## config.mk

```make
export PLATFORM = sky130hd
export DESIGN_NAME = fsr_status_regs
export DESIGN_NICKNAME = d
export VERILOG_FILES = /design/src/hw/fsr_status_regs.v /design/src/hw/fsr_flag_latch.v
export VERILOG_INCLUDE_DIRS = /design/src /design/src/shared
export SDC_FILE = /design/constraint.sdc
export NUM_CORES = 1
export LEC_CHECK = 0
export BUFFER_PORTS_ARGS = -buffer_cell sky130_fd_sc_hd__buf_4
export CAP_MARGIN = 20
export CORE_ASPECT_RATIO = 0.75
export CORE_MARGIN = 10
export CORE_UTILIZATION = 52
export DETAILED_ROUTE_END_ITERATION = 10
export PLACE_DENSITY = 0.8
export SKIP_LAST_GASP = 1
export SLEW_MARGIN = 5
export SYNTH_ARGS = -nofsm -noshare
export SYNTH_HDL_FRONTEND = slang
export SYNTH_SLANG_ARGS = --single-unit
```

## constraint.sdc

```tcl
create_clock -name i_clk -period 1.37 [get_ports i_clk]
set_clock_uncertainty 0.15 [all_clocks]
set_input_delay 0 -clock i_clk [delete_from_list [all_inputs] [get_ports i_clk]]
set_output_delay 0 -clock i_clk [all_outputs]
set_load 0.01 [all_outputs]
```

## src/shared/fsr_defines.vh

```
`ifndef FSR_DEFINES_VH
`define FSR_DEFINES_VH

// Register offsets
`define FSR_ADDR_FAULT_STATUS 8'h17
`define FSR_ADDR_EVENT_STATUS 8'h18
`define FSR_ADDR_DIE_TYPE 8'h1a
`define FSR_ADDR_VARIANT_REV 8'h1b

// Fault status bit positions
`define FSR_BIT_THERM_SHORT 7
`define FSR_BIT_BLANK_EVENT 6
`define FSR_BIT_OUT_WINDOW 5
`define FSR_BIT_DIE_OVERTEMP 4
`define FSR_BIT_THERM_TRIP 3
`define FSR_BIT_IND_LED 2
`define FSR_BIT_FLED_TWO 1
`define FSR_BIT_FLED_ONE 0

// Event status bit positions
`define FSR_BIT_LOW_BATT 7
`define FSR_BIT_BLANK_ILIM 6

// Reset and fixed values
`define FSR_STATUS_RESET 8'h00
`define FSR_READ_ZERO 8'h00
`define FSR_FAULT_WIDTH 8
`define FSR_EVENT_WIDTH 2

// Identity defaults: arbitrary neutral values
`define FSR_DIE_TYPE_DEFAULT 8'h42
`define FSR_VARIANT_DEFAULT 4'h0
`define FSR_REVISION_DEFAULT 4'h3

`endif

```

## src/hw/fsr_status_regs.v

```verilog
`timescale 1ns/1ps
`default_nettype none
`include "fsr_defines.vh"

module fsr_status_regs #(
    parameter [7:0] DIE_TYPE = `FSR_DIE_TYPE_DEFAULT, // Arbitrary value
    parameter [3:0] VARIANT = `FSR_VARIANT_DEFAULT, // Arbitrary value
    parameter [3:0] REVISION = `FSR_REVISION_DEFAULT // Arbitrary value
) (
    input wire i_clk, // 40 MHz system clock
    input wire i_rstn, // Synchronous reset, active low
    input wire i_rd_stb, // One-cycle read strobe from serial engine
    input wire [7:0] i_rd_addr, // Register address of read
    output reg [7:0] o_rd_data, // Read data, valid cycle after strobe
    output reg o_rd_valid, // Pulse marking o_rd_data
    input wire i_thermistor_short, // Thermistor input shorted
    input wire i_blank_event, // Transmit-blank event seen
    input wire i_output_window_fault, // Output outside good window
    input wire i_die_overtemp, // Die over-temperature
    input wire i_thermistor_trip, // Thermistor threshold tripped
    input wire i_indicator_led_fault, // Indicator LED open/short
    input wire i_flash_led_two_fault, // Second flash LED open/short
    input wire i_flash_led_one_fault, // First flash LED open/short
    input wire i_low_battery_reduction, // Low-battery reduction active
    input wire i_blank_current_limit // Input limit reached in blanking
);

    // ----------------------------------------
    // Local constants
    // ----------------------------------------
    // Count of detector lines entering the block
    localparam NUM_COND = 10;

    // Width of the read data bus
    localparam DATA_WIDTH = 8;

    // Reserved low part of the event register
    localparam RSV_WIDTH = DATA_WIDTH - `FSR_EVENT_WIDTH;

    // Slot of each detector in the synchroniser vectors
    localparam SYN_FLED_ONE = 0;
    localparam SYN_FLED_TWO = 1;
    localparam SYN_IND_LED = 2;
    localparam SYN_THERM_TRIP = 3;
    localparam SYN_DIE_OVERTEMP = 4;
    localparam SYN_OUT_WINDOW = 5;
    localparam SYN_BLANK_EVENT = 6;
    localparam SYN_THERM_SHORT = 7;
    localparam SYN_LOW_BATT = 8;
    localparam SYN_BLANK_ILIM = 9;

    // ----------------------------------------
    // Timing summary
    // ----------------------------------------
    // Pin to flag: two synchroniser clocks, the flag register on the third
    // Strobe to answer: exactly one clock, valid for that one clock only
    // Read data holds between strobes; valid marks the fresh word
    // A read clears only the flags it returned, never a same-cycle set
    // A condition still high in the second stage sets its flag again
    // So a condition that has just dropped may survive one more read
    // Back-to-back strobes are allowed on every clock
    // Identity reads have no side effect at all

    // ----------------------------------------
    // Detector gathering
    // ----------------------------------------
    wire [NUM_COND-1:0] raw_cond;

    // Fault detectors, one slot each
    assign raw_cond[SYN_FLED_ONE] = i_flash_led_one_fault;
    assign raw_cond[SYN_FLED_TWO] = i_flash_led_two_fault;
    assign raw_cond[SYN_IND_LED] = i_indicator_led_fault;
    assign raw_cond[SYN_THERM_TRIP] = i_thermistor_trip;
    assign raw_cond[SYN_DIE_OVERTEMP] = i_die_overtemp;
    assign raw_cond[SYN_OUT_WINDOW] = i_output_window_fault;
    assign raw_cond[SYN_BLANK_EVENT] = i_blank_event;
    assign raw_cond[SYN_THERM_SHORT] = i_thermistor_short;

    // Event detectors for the second status register
    assign raw_cond[SYN_LOW_BATT] = i_low_battery_reduction;
    assign raw_cond[SYN_BLANK_ILIM] = i_blank_current_limit;

    // ----------------------------------------
    // Input synchronisers
    // ----------------------------------------
    // Detectors are analog and asynchronous, so two stages before use
    // Limitation: a condition narrower than one clock period may be missed
    wire [NUM_COND-1:0] sync_cond;

    genvar s;
    generate
        for (s = 0; s < NUM_COND; s = s + 1) begin : g_sync
            reg sync1_reg;
            reg sync2_reg;

            // First stage feeds only the second
            always @(posedge i_clk) begin
                if (!i_rstn) begin
                    sync1_reg <= 1'b0;
                    sync2_reg <= 1'b0;
                end else begin
                    sync1_reg <= raw_cond[s];
                    sync2_reg <= sync1_reg;
                end
            end

            // Only the second stage leaves the chain
            assign sync_cond[s] = sync2_reg;
        end
    endgenerate

    // ----------------------------------------
    // Condition mapping onto flag positions
    // ----------------------------------------
    // Each flag is set from the second stage only, on the third clock after its pin
    wire [`FSR_FAULT_WIDTH-1:0] fault_cond;
    wire [`FSR_EVENT_WIDTH-1:0] event_cond;

    // Thermal faults
    assign fault_cond[`FSR_BIT_THERM_SHORT] = sync_cond[SYN_THERM_SHORT];
    assign fault_cond[`FSR_BIT_DIE_OVERTEMP] = sync_cond[SYN_DIE_OVERTEMP];
    assign fault_cond[`FSR_BIT_THERM_TRIP] = sync_cond[SYN_THERM_TRIP];

    // Supply and blanking faults
    assign fault_cond[`FSR_BIT_BLANK_EVENT] = sync_cond[SYN_BLANK_EVENT];
    assign fault_cond[`FSR_BIT_OUT_WINDOW] = sync_cond[SYN_OUT_WINDOW];

    // LED regulator faults
    assign fault_cond[`FSR_BIT_IND_LED] = sync_cond[SYN_IND_LED];
    assign fault_cond[`FSR_BIT_FLED_TWO] = sync_cond[SYN_FLED_TWO];
    assign fault_cond[`FSR_BIT_FLED_ONE] = sync_cond[SYN_FLED_ONE];

    // Event bank bit 1 is register bit 7, bit 0 is register bit 6
    assign event_cond[1] = sync_cond[SYN_LOW_BATT];
    assign event_cond[0] = sync_cond[SYN_BLANK_ILIM];

    // ----------------------------------------
    // Read decode and clear strobes
    // ----------------------------------------
    wire hit_fault;
    wire hit_event;
    wire hit_die;
    wire hit_variant;
    wire rd_fault;
    wire rd_event;

    // Address compare per register
    // Exact match on the whole byte, so nothing aliases
    assign hit_fault = (i_rd_addr == `FSR_ADDR_FAULT_STATUS);
    assign hit_event = (i_rd_addr == `FSR_ADDR_EVENT_STATUS);
    assign hit_die = (i_rd_addr == `FSR_ADDR_DIE_TYPE);
    assign hit_variant = (i_rd_addr == `FSR_ADDR_VARIANT_REV);

    // A read clears only the register it names
    assign rd_fault = i_rd_stb & hit_fault;
    assign rd_event = i_rd_stb & hit_event;

    // ----------------------------------------
    // Sticky flag banks
    // ----------------------------------------
    // Latched flags, one bank per status register
    wire [`FSR_FAULT_WIDTH-1:0] fault_flags;
    wire [`FSR_EVENT_WIDTH-1:0] event_flags;

    // Fault bank, cleared by a read of its own address
    fsr_flag_latch #(
        .WIDTH(`FSR_FAULT_WIDTH)
    ) u_fault_latch (
        .i_clk(i_clk),
        .i_rstn(i_rstn),
        .i_cond(fault_cond),
        .i_clear(rd_fault),
        .o_flags(fault_flags)
    );

    // Event bank, cleared independently of the fault bank
    fsr_flag_latch #(
        .WIDTH(`FSR_EVENT_WIDTH)
    ) u_event_latch (
        .i_clk(i_clk),
        .i_rstn(i_rstn),
        .i_cond(event_cond),
        .i_clear(rd_event),
        .o_flags(event_flags)
    );

    // ----------------------------------------
    // Named flag views
    // ----------------------------------------
    // One name per status bit keeps the read packing easy to audit
    // Fault bank
    wire thermistor_short_flag;
    wire transmit_blank_event_flag;
    wire output_window_fault_flag;
    wire die_overtemp_flag;
    wire thermistor_trip_flag;
    wire indicator_led_fault_flag;
    wire flash_led_two_fault_flag;
    wire flash_led_one_fault_flag;

    // Event bank
    wire low_battery_reduction_flag;
    wire blank_current_limit_flag;

    // Fault bank bits
    assign thermistor_short_flag = fault_flags[`FSR_BIT_THERM_SHORT];
    assign transmit_blank_event_flag = fault_flags[`FSR_BIT_BLANK_EVENT];
    assign output_window_fault_flag = fault_flags[`FSR_BIT_OUT_WINDOW];
    assign die_overtemp_flag = fault_flags[`FSR_BIT_DIE_OVERTEMP];
    assign thermistor_trip_flag = fault_flags[`FSR_BIT_THERM_TRIP];
    assign indicator_led_fault_flag = fault_flags[`FSR_BIT_IND_LED];
    assign flash_led_two_fault_flag = fault_flags[`FSR_BIT_FLED_TWO];
    assign flash_led_one_fault_flag = fault_flags[`FSR_BIT_FLED_ONE];

    // Event bank bits
    assign low_battery_reduction_flag = event_flags[1];
    assign blank_current_limit_flag = event_flags[0];

    // ----------------------------------------
    // Per-register read values
    // ----------------------------------------
    // Packed exactly as the host sees each register
    wire [7:0] fault_rd_value;
    wire [7:0] event_rd_value;
    wire [7:0] die_rd_value;
    wire [7:0] variant_rd_value;

    // Fault flags as they stood before the clear of this read
    assign fault_rd_value = {thermistor_short_flag, transmit_blank_event_flag,
                             output_window_fault_flag, die_overtemp_flag,
                             thermistor_trip_flag, indicator_led_fault_flag,
                             flash_led_two_fault_flag, flash_led_one_fault_flag};

    // Reserved event bits are tied low
    assign event_rd_value = {low_battery_reduction_flag, blank_current_limit_flag,
                             {RSV_WIDTH{1'b0}}};

    // Identity values are wired from parameters, so neither writes nor reset reach them
    assign die_rd_value = DIE_TYPE;
    assign variant_rd_value = {VARIANT, REVISION};

    // ----------------------------------------
    // Read mux
    // ----------------------------------------
    reg [7:0] rd_mux;

    // Unmapped addresses answer zero rather than echo a neighbour
    always @* begin
        case ({hit_fault, hit_event, hit_die, hit_variant})
            4'h8: begin
                rd_mux = fault_rd_value;
            end
            4'h4: begin
                rd_mux = event_rd_value;
            end
            4'h2: begin
                rd_mux = die_rd_value;
            end
            4'h1: begin
                rd_mux = variant_rd_value;
            end
            default: begin
                rd_mux = `FSR_READ_ZERO;
            end
        endcase
    end

    // ----------------------------------------
    // Registered answer
    // ----------------------------------------
    // Valid pulses once for every strobe, one clock later
    always @(posedge i_clk) begin
        if (!i_rstn) begin
            o_rd_valid <= 1'b0;
        end else begin
            o_rd_valid <= i_rd_stb;
        end
    end

    // Data holds the last answer until the next strobe, so a slow host can still take it
    always @(posedge i_clk) begin
        if (!i_rstn) begin
            o_rd_data <= `FSR_READ_ZERO;
        end else if (i_rd_stb) begin
            o_rd_data <= rd_mux;
        end
    end

endmodule // fsr_status_regs

`default_nettype wire

```

## src/hw/fsr_flag_latch.v

```verilog
`timescale 1ns/1ps
`default_nettype none

// Bank of sticky flags with clear-on-read; set wins over clear
module fsr_flag_latch #(
    parameter WIDTH = 8
) (
    input wire i_clk, // System clock
    input wire i_rstn, // Synchronous reset, active low
    input wire [WIDTH-1:0] i_cond, // Synchronised raw conditions
    input wire i_clear, // Read of this register clears
    output wire [WIDTH-1:0] o_flags // Latched flags
);

    reg [WIDTH-1:0] flag_reg;
    wire [WIDTH-1:0] flag_next;

    // ----------------------------------------
    // Per-bit latch
    // ----------------------------------------
    genvar g;
    generate
        for (g = 0; g < WIDTH; g = g + 1) begin : g_bit
            // A live condition sets again after a clear, and beats it
            assign flag_next[g] = i_cond[g] | (flag_reg[g] & ~i_clear);
        end
    endgenerate

    // Flags update every clock
    always @(posedge i_clk) begin
        if (!i_rstn) begin
            flag_reg <= {WIDTH{1'b0}};
        end else begin
            flag_reg <= flag_next;
        end
    end

    assign o_flags = flag_reg;

endmodule // fsr_flag_latch

`default_nettype wire

```

### Yosys cells after proc, flatten, opt, wreduce, memory -nomap -nowiden

Index checks and enable logic that the tools add are counted.

* register bits after elaboration: 39
* output and inout bits: 9
* word-level logic and storage cells: 57

* equality and inequality tests: 8
* muxes and demuxes: 1
* bitwise operators: 24

Operators with widths (count)
* 8-bit by 5-bit == test with 1-bit output, second input constant: 4
* 8-bit case mux with 4 select lines: 1
* 1-bit AND: 12
* 1-bit OR: 10
* 4-bit by 1-bit == test with 1-bit output, second input constant: 1
* 4-bit by 2-bit == test with 1-bit output, second input constant: 1
* 4-bit by 3-bit == test with 1-bit output, second input constant: 1
* 4-bit == test, second input constant: 1
* 1-bit inverter: 2

### Depth between registers and ports, before layout

* depth after elaboration: 5
* gate-level depth with buffers: 5
* gate-level depth less buffers: 3

### By module

Synthesis repeated with hierarchy kept, for this count alone.

* cells, all modules: 129
* area total of the unflattened synthesis: 1357.6 um^2

By module, submodules not included
* fsr_status_regs: instances 1, cells each 98, area each 1014.7 um^2
* fsr_flag_latch (u_fault_latch): instances 1, cells each 25, area each 275.3 um^2
* fsr_flag_latch (u_event_latch): instances 1, cells each 6, area each 67.6 um^2

### Worst setup path before layout

No wires, ideal clock.

* kind: input to register
* start: input port i_rd_addr[5]
* end: register u_event_latch.flag_reg[1], in the netlist u_event_latch.o_flags[1]
* data arrival time: 0.855 ns
* slack: 0.251 ns
* stages on the path: 4
* cell sequence: nor4b_4 buf_6 a31oi_1 o21a_1

* longest elaborated chain between the ends: 5

Ends and longest elaborated chain
* from (decl): line fsr_status_regs.v:13 `input wire [7:0] i_rd_addr,`
* 8-bit by 5-bit == test with 1-bit output (no source line)
* 1-bit AND: line fsr_status_regs.v:156 `assign rd_event = i_rd_stb & hit_event;`
* 1-bit inverter: line fsr_flag_latch.v:25 `assign flag_next[g] = i_cond[g] | (flag_reg[g] & ~i_clear);`
* 1-bit AND: line fsr_flag_latch.v:25
* 1-bit OR: line fsr_flag_latch.v:25
* to (signal assigned): line fsr_flag_latch.v:32 `flag_reg <= {WIDTH{1'b0}};`
* to (signal assigned): line fsr_flag_latch.v:34 `flag_reg <= flag_next;`
* to (decl): line fsr_flag_latch.v:15 `reg [WIDTH-1:0] flag_reg;`

Every way passes these cells.
A chain may end at the register's enable or synchronous reset.

### Final worst setup path

* start: input port i_rd_addr[1]
* end: register u_fault_latch.flag_reg[7], in the netlist u_fault_latch.o_flags[7]

* longest elaborated chain between the ends: 5

Ends and longest elaborated chain
* 8-bit by 5-bit == test with 1-bit output (no source line)
* 1-bit AND: line fsr_status_regs.v:155 `assign rd_fault = i_rd_stb & hit_fault;`
* 1-bit inverter: line fsr_flag_latch.v:25
* 1-bit AND: line fsr_flag_latch.v:25
* 1-bit OR: line fsr_flag_latch.v:25
* to (signal assigned): line fsr_flag_latch.v:32
* to (signal assigned): line fsr_flag_latch.v:34
* to (decl): line fsr_flag_latch.v:15

Every way passes these cells.

==> flow_metrics.py <==
metrics = {
    "status": {
        "outcome": "finished, violations left",
        "violations": "setup timing",
    },
    "synth": {
        "synth_seq_cells": 39,
        "synthFlopType": "dfxtp_1",
        "mappedNetlistArea_sq_um": 1434,
        "synth_cells": 135,
        "ys_warn_count": 0,
        "synth.area.mux_share_pct": 0,
        "synth_xor_area_share_pct": 0,
        "synth_edf_count": 0,
        "syn_area_per_cell_sq_um": 10.62,
        "synth-simple-area-share_pct": 21.38,
        "synthAdderAreaFrac_pct": 0,
        "synth.distinct_cells": 27,
        "synth_compound_area_share_pct": 17.45,
        "synth_top_family_by_area": "simple AND/OR/NAND/NOR gates",
        "syn_nets": 156,
        "ys_seq_area_share_pct": 54.45,
        "synthArstFlopShare_pct": 0,
    },
    "final_layout": {
        "drive_above_1_share_pct": 22.51,
        "fin_cells": 227,
        "syn2layout_area_growth_pct": 42.15,
        "num-fill-cells": 182,
        "layout_common_cells": "39 x dfxtp_1, 30 x buf_4, 26 x dlygate4sd3_1",
        "nets": 212,
        "final_common_cell": "dfxtp_1",
        "final_util_pct": 77.72,
        "antenna_cells": 0,
        "design_area_sq_um": 2038,
    },
    "clocking": {
        "clkSinkCount": 39,
        "path_clk_slew_ps": 70,
        "cts_setup_buffers": 0,
        "htreeDepth": 2,
        "tritoncts.num_buffers": 5,
        "clockBufferDepth": 2,
        "cts-root-buf": "clkbuf_8",
        "clkLatencyLatePin_ps": 290,
        "cts_tree": "yes",
    },
    "placed_design": {
        "port_buffers": 29,
        "dp_cells": 193,
        "placed_area_sq_um": 1669,
        "place_congestion": 0.8382,
        "post-dp-hpwl_um": 1771,
    },
    "setup_path": {
        "ff2ff_setup_slack_ps": 110,
        "reg2reg_from": "g_sync[8].sync1_reg",
        "critPathArrivalTime_ps": 1450,
        "crit_required_ps": 1450,
        "crit_path_max_fanout": 14,
        "rr_endpoint": "g_sync[8].sync2_reg",
        "start_kind": "primary input",
        "rr_worst_depth": 2,
        "crit_path_end_kind": "flip-flop",
        "critPathKind": "primary input to flip-flop",
    },
    "detailed_routing": {
        "drt_iter0_markers": 60,
        "drc": 0,
        "wl_per_cell_um": 13.44,
        "ant_nets": 0,
        "drt_wl_total_um": 3052,
        "vias": 1117,
        "drt_first_pass_iters": 4,
        "viasPerCell": 4.921,
    },
    "timing": {
        "period_share_pct": 100.2,
        "clock.fmax_ghz": 0.7282,
        "setup_viol": 1,
        "finalHoldViolCount": 0,
        "maxSlewViolCount": 0,
        "fin_crit_ps": 1373,
        "holdWs_ps": 15.82,
        "slew-limit-headroom_pct": 56.66,
        "rsz0062_at_grt": "yes",
        "setup_ws_ps": -3.343,
        "worst_pin_slew_ps": 650.2,
    },
    "global_route": {
        "overflow": 0,
        "grt_util_all_layers_pct": 12.48,
        "grt_max_degree": 26,
        "grt_pass1_wl_um": 5043,
        "grt_antenna_before_repair": 0,
        "grt_pass1_vias": 1113,
    },
    "power_and_ir_drop": {
        "p_leak_nw": 0.8661,
        "comb_power_share_pct": 10.4,
        "p_sw_uw": 464.1,
        "power_frac_seq_pct": 54.8,
        "internal_power_mw": 1.711,
        "power_mw": 2.176,
        "max-vdd-ir-drop_mv": 0.7457,
        "p_per_area_nw_per_um2": 1067,
        "pwr-share-clk_pct": 34.8,
        "switching_share_pct": 21.33,
    },
    "floorplan": {
        "die-area_sq_um": 5280,
        "die_y_um": 65.48,
        "core_area_sq_um": 2623,
        "io-pin-count": 30,
        "num_rows": 16,
        "die_w_um": 80.64,
        "initial_core_util_pct": 54.68,
    },
    "worst_hold_path": {
        "worstHoldStart": "i_rd_addr[7]",
        "min_to": "o_rd_data[0]",
        "whs_path_depth": 5,
        "hp-class": "primary input to flip-flop",
    },
    "job": {
        "maxCapViolCount": 0,
    },
}
-- how the worst max path moves through the flow --
stage,cells after the start,end,from,slack (ps)
2_1_floorplan,4,u_event_latch.o_flags[1],i_rd_addr[5],250
3_3_place_gp,5,o_rd_data[6],i_rd_addr[5],220
3_5_place_dp,5,o_rd_data[6],i_rd_addr[5],150
4_1_cts,5,o_rd_data[7],i_rd_addr[1],9
5_1_grt,6,u_fault_latch.o_flags[6],i_rd_addr[1],-20
6_report,6,u_fault_latch.o_flags[7],i_rd_addr[1],-3
-- cell families after synthesis --
family / count (synthesis)
compound gates: 33
buf+inv: 20
flops: 39
simple gates: 43
-- synthesized netlist by cell type (4+ instances only) --
cell type | n | area share, %
a21boi_1 | 6 | 3.1
o21a_1 | 10 | 5.2
dfxtp_1 | 39 | 54
clkbuf_1 | 4 | 1.0
inv_1 | 10 | 2.6
nand4_1 | 4 | 1.7
and2_1 | 21 | 9.2
a31oi_1 | 10 | 4.4
nand2b_1 | 6 | 2.6
-- per-stage QoR --
step | TNS [ps] | setup WS, ps
after floorplan | 0 | 250.6
after global placement | 0 | 218.4
after detailed placement | 0 | 151.2
after CTS | 0 | 8.592
after global routing | -55.28 | -20.06
final | -3.343 | -3.343
-- power by group through the flow --
| stage | clock (mW) | combinational [mW] | sequential, mW |
|---|---|---|---|
| floorplan | 0 | 0.0930 | 1.21 |
| global route | 0.830 | 0.248 | 1.20 |
| finish | 0.756 | 0.226 | 1.19 |
| detailed placement | 0 | 0.160 | 1.22 |
| global placement | 0 | 0.153 | 1.22 |
| CTS | 0.772 | 0.218 | 1.19 |
-- cell type report --
type                    count  area, sq um  area share (%)
flip-flops and latches     39        780.7           38.31
inverters                  11        41.29           2.026
clock buffers               6        82.58           4.052
well taps                  36        45.04           2.210
multi-input cells          76        565.5           27.75
clock inverters             1        5.005          0.2455
repair buffers             58        518.0           25.41
-- layer usage --
layer	wire length, um	global-route usage, %	part of all wire, %	vias to the layer above
met5	0	0	0	-
met4	70	8.553	2.3	0
met3	249	5.299	8.2	8
met2	1459	19.54	48	33
met1	1273	13.42	42	501
li1	-	-	-	575
-- critical path, cell delays in order --
cell	delay (ps)
dlygate4sd3_1	540
buf_4	160
and4b_1	190
buf_4	180
a31oi_1	220
o21a_1	160
-- timing repair --
item,4_1_cts,5_1_grt
endpoints found under the setup margin,0,18
resized for setup,0,2
endpoints found under the hold margin,37,1
hold buffers,27,1
Power figures use the tool's default switching activity.
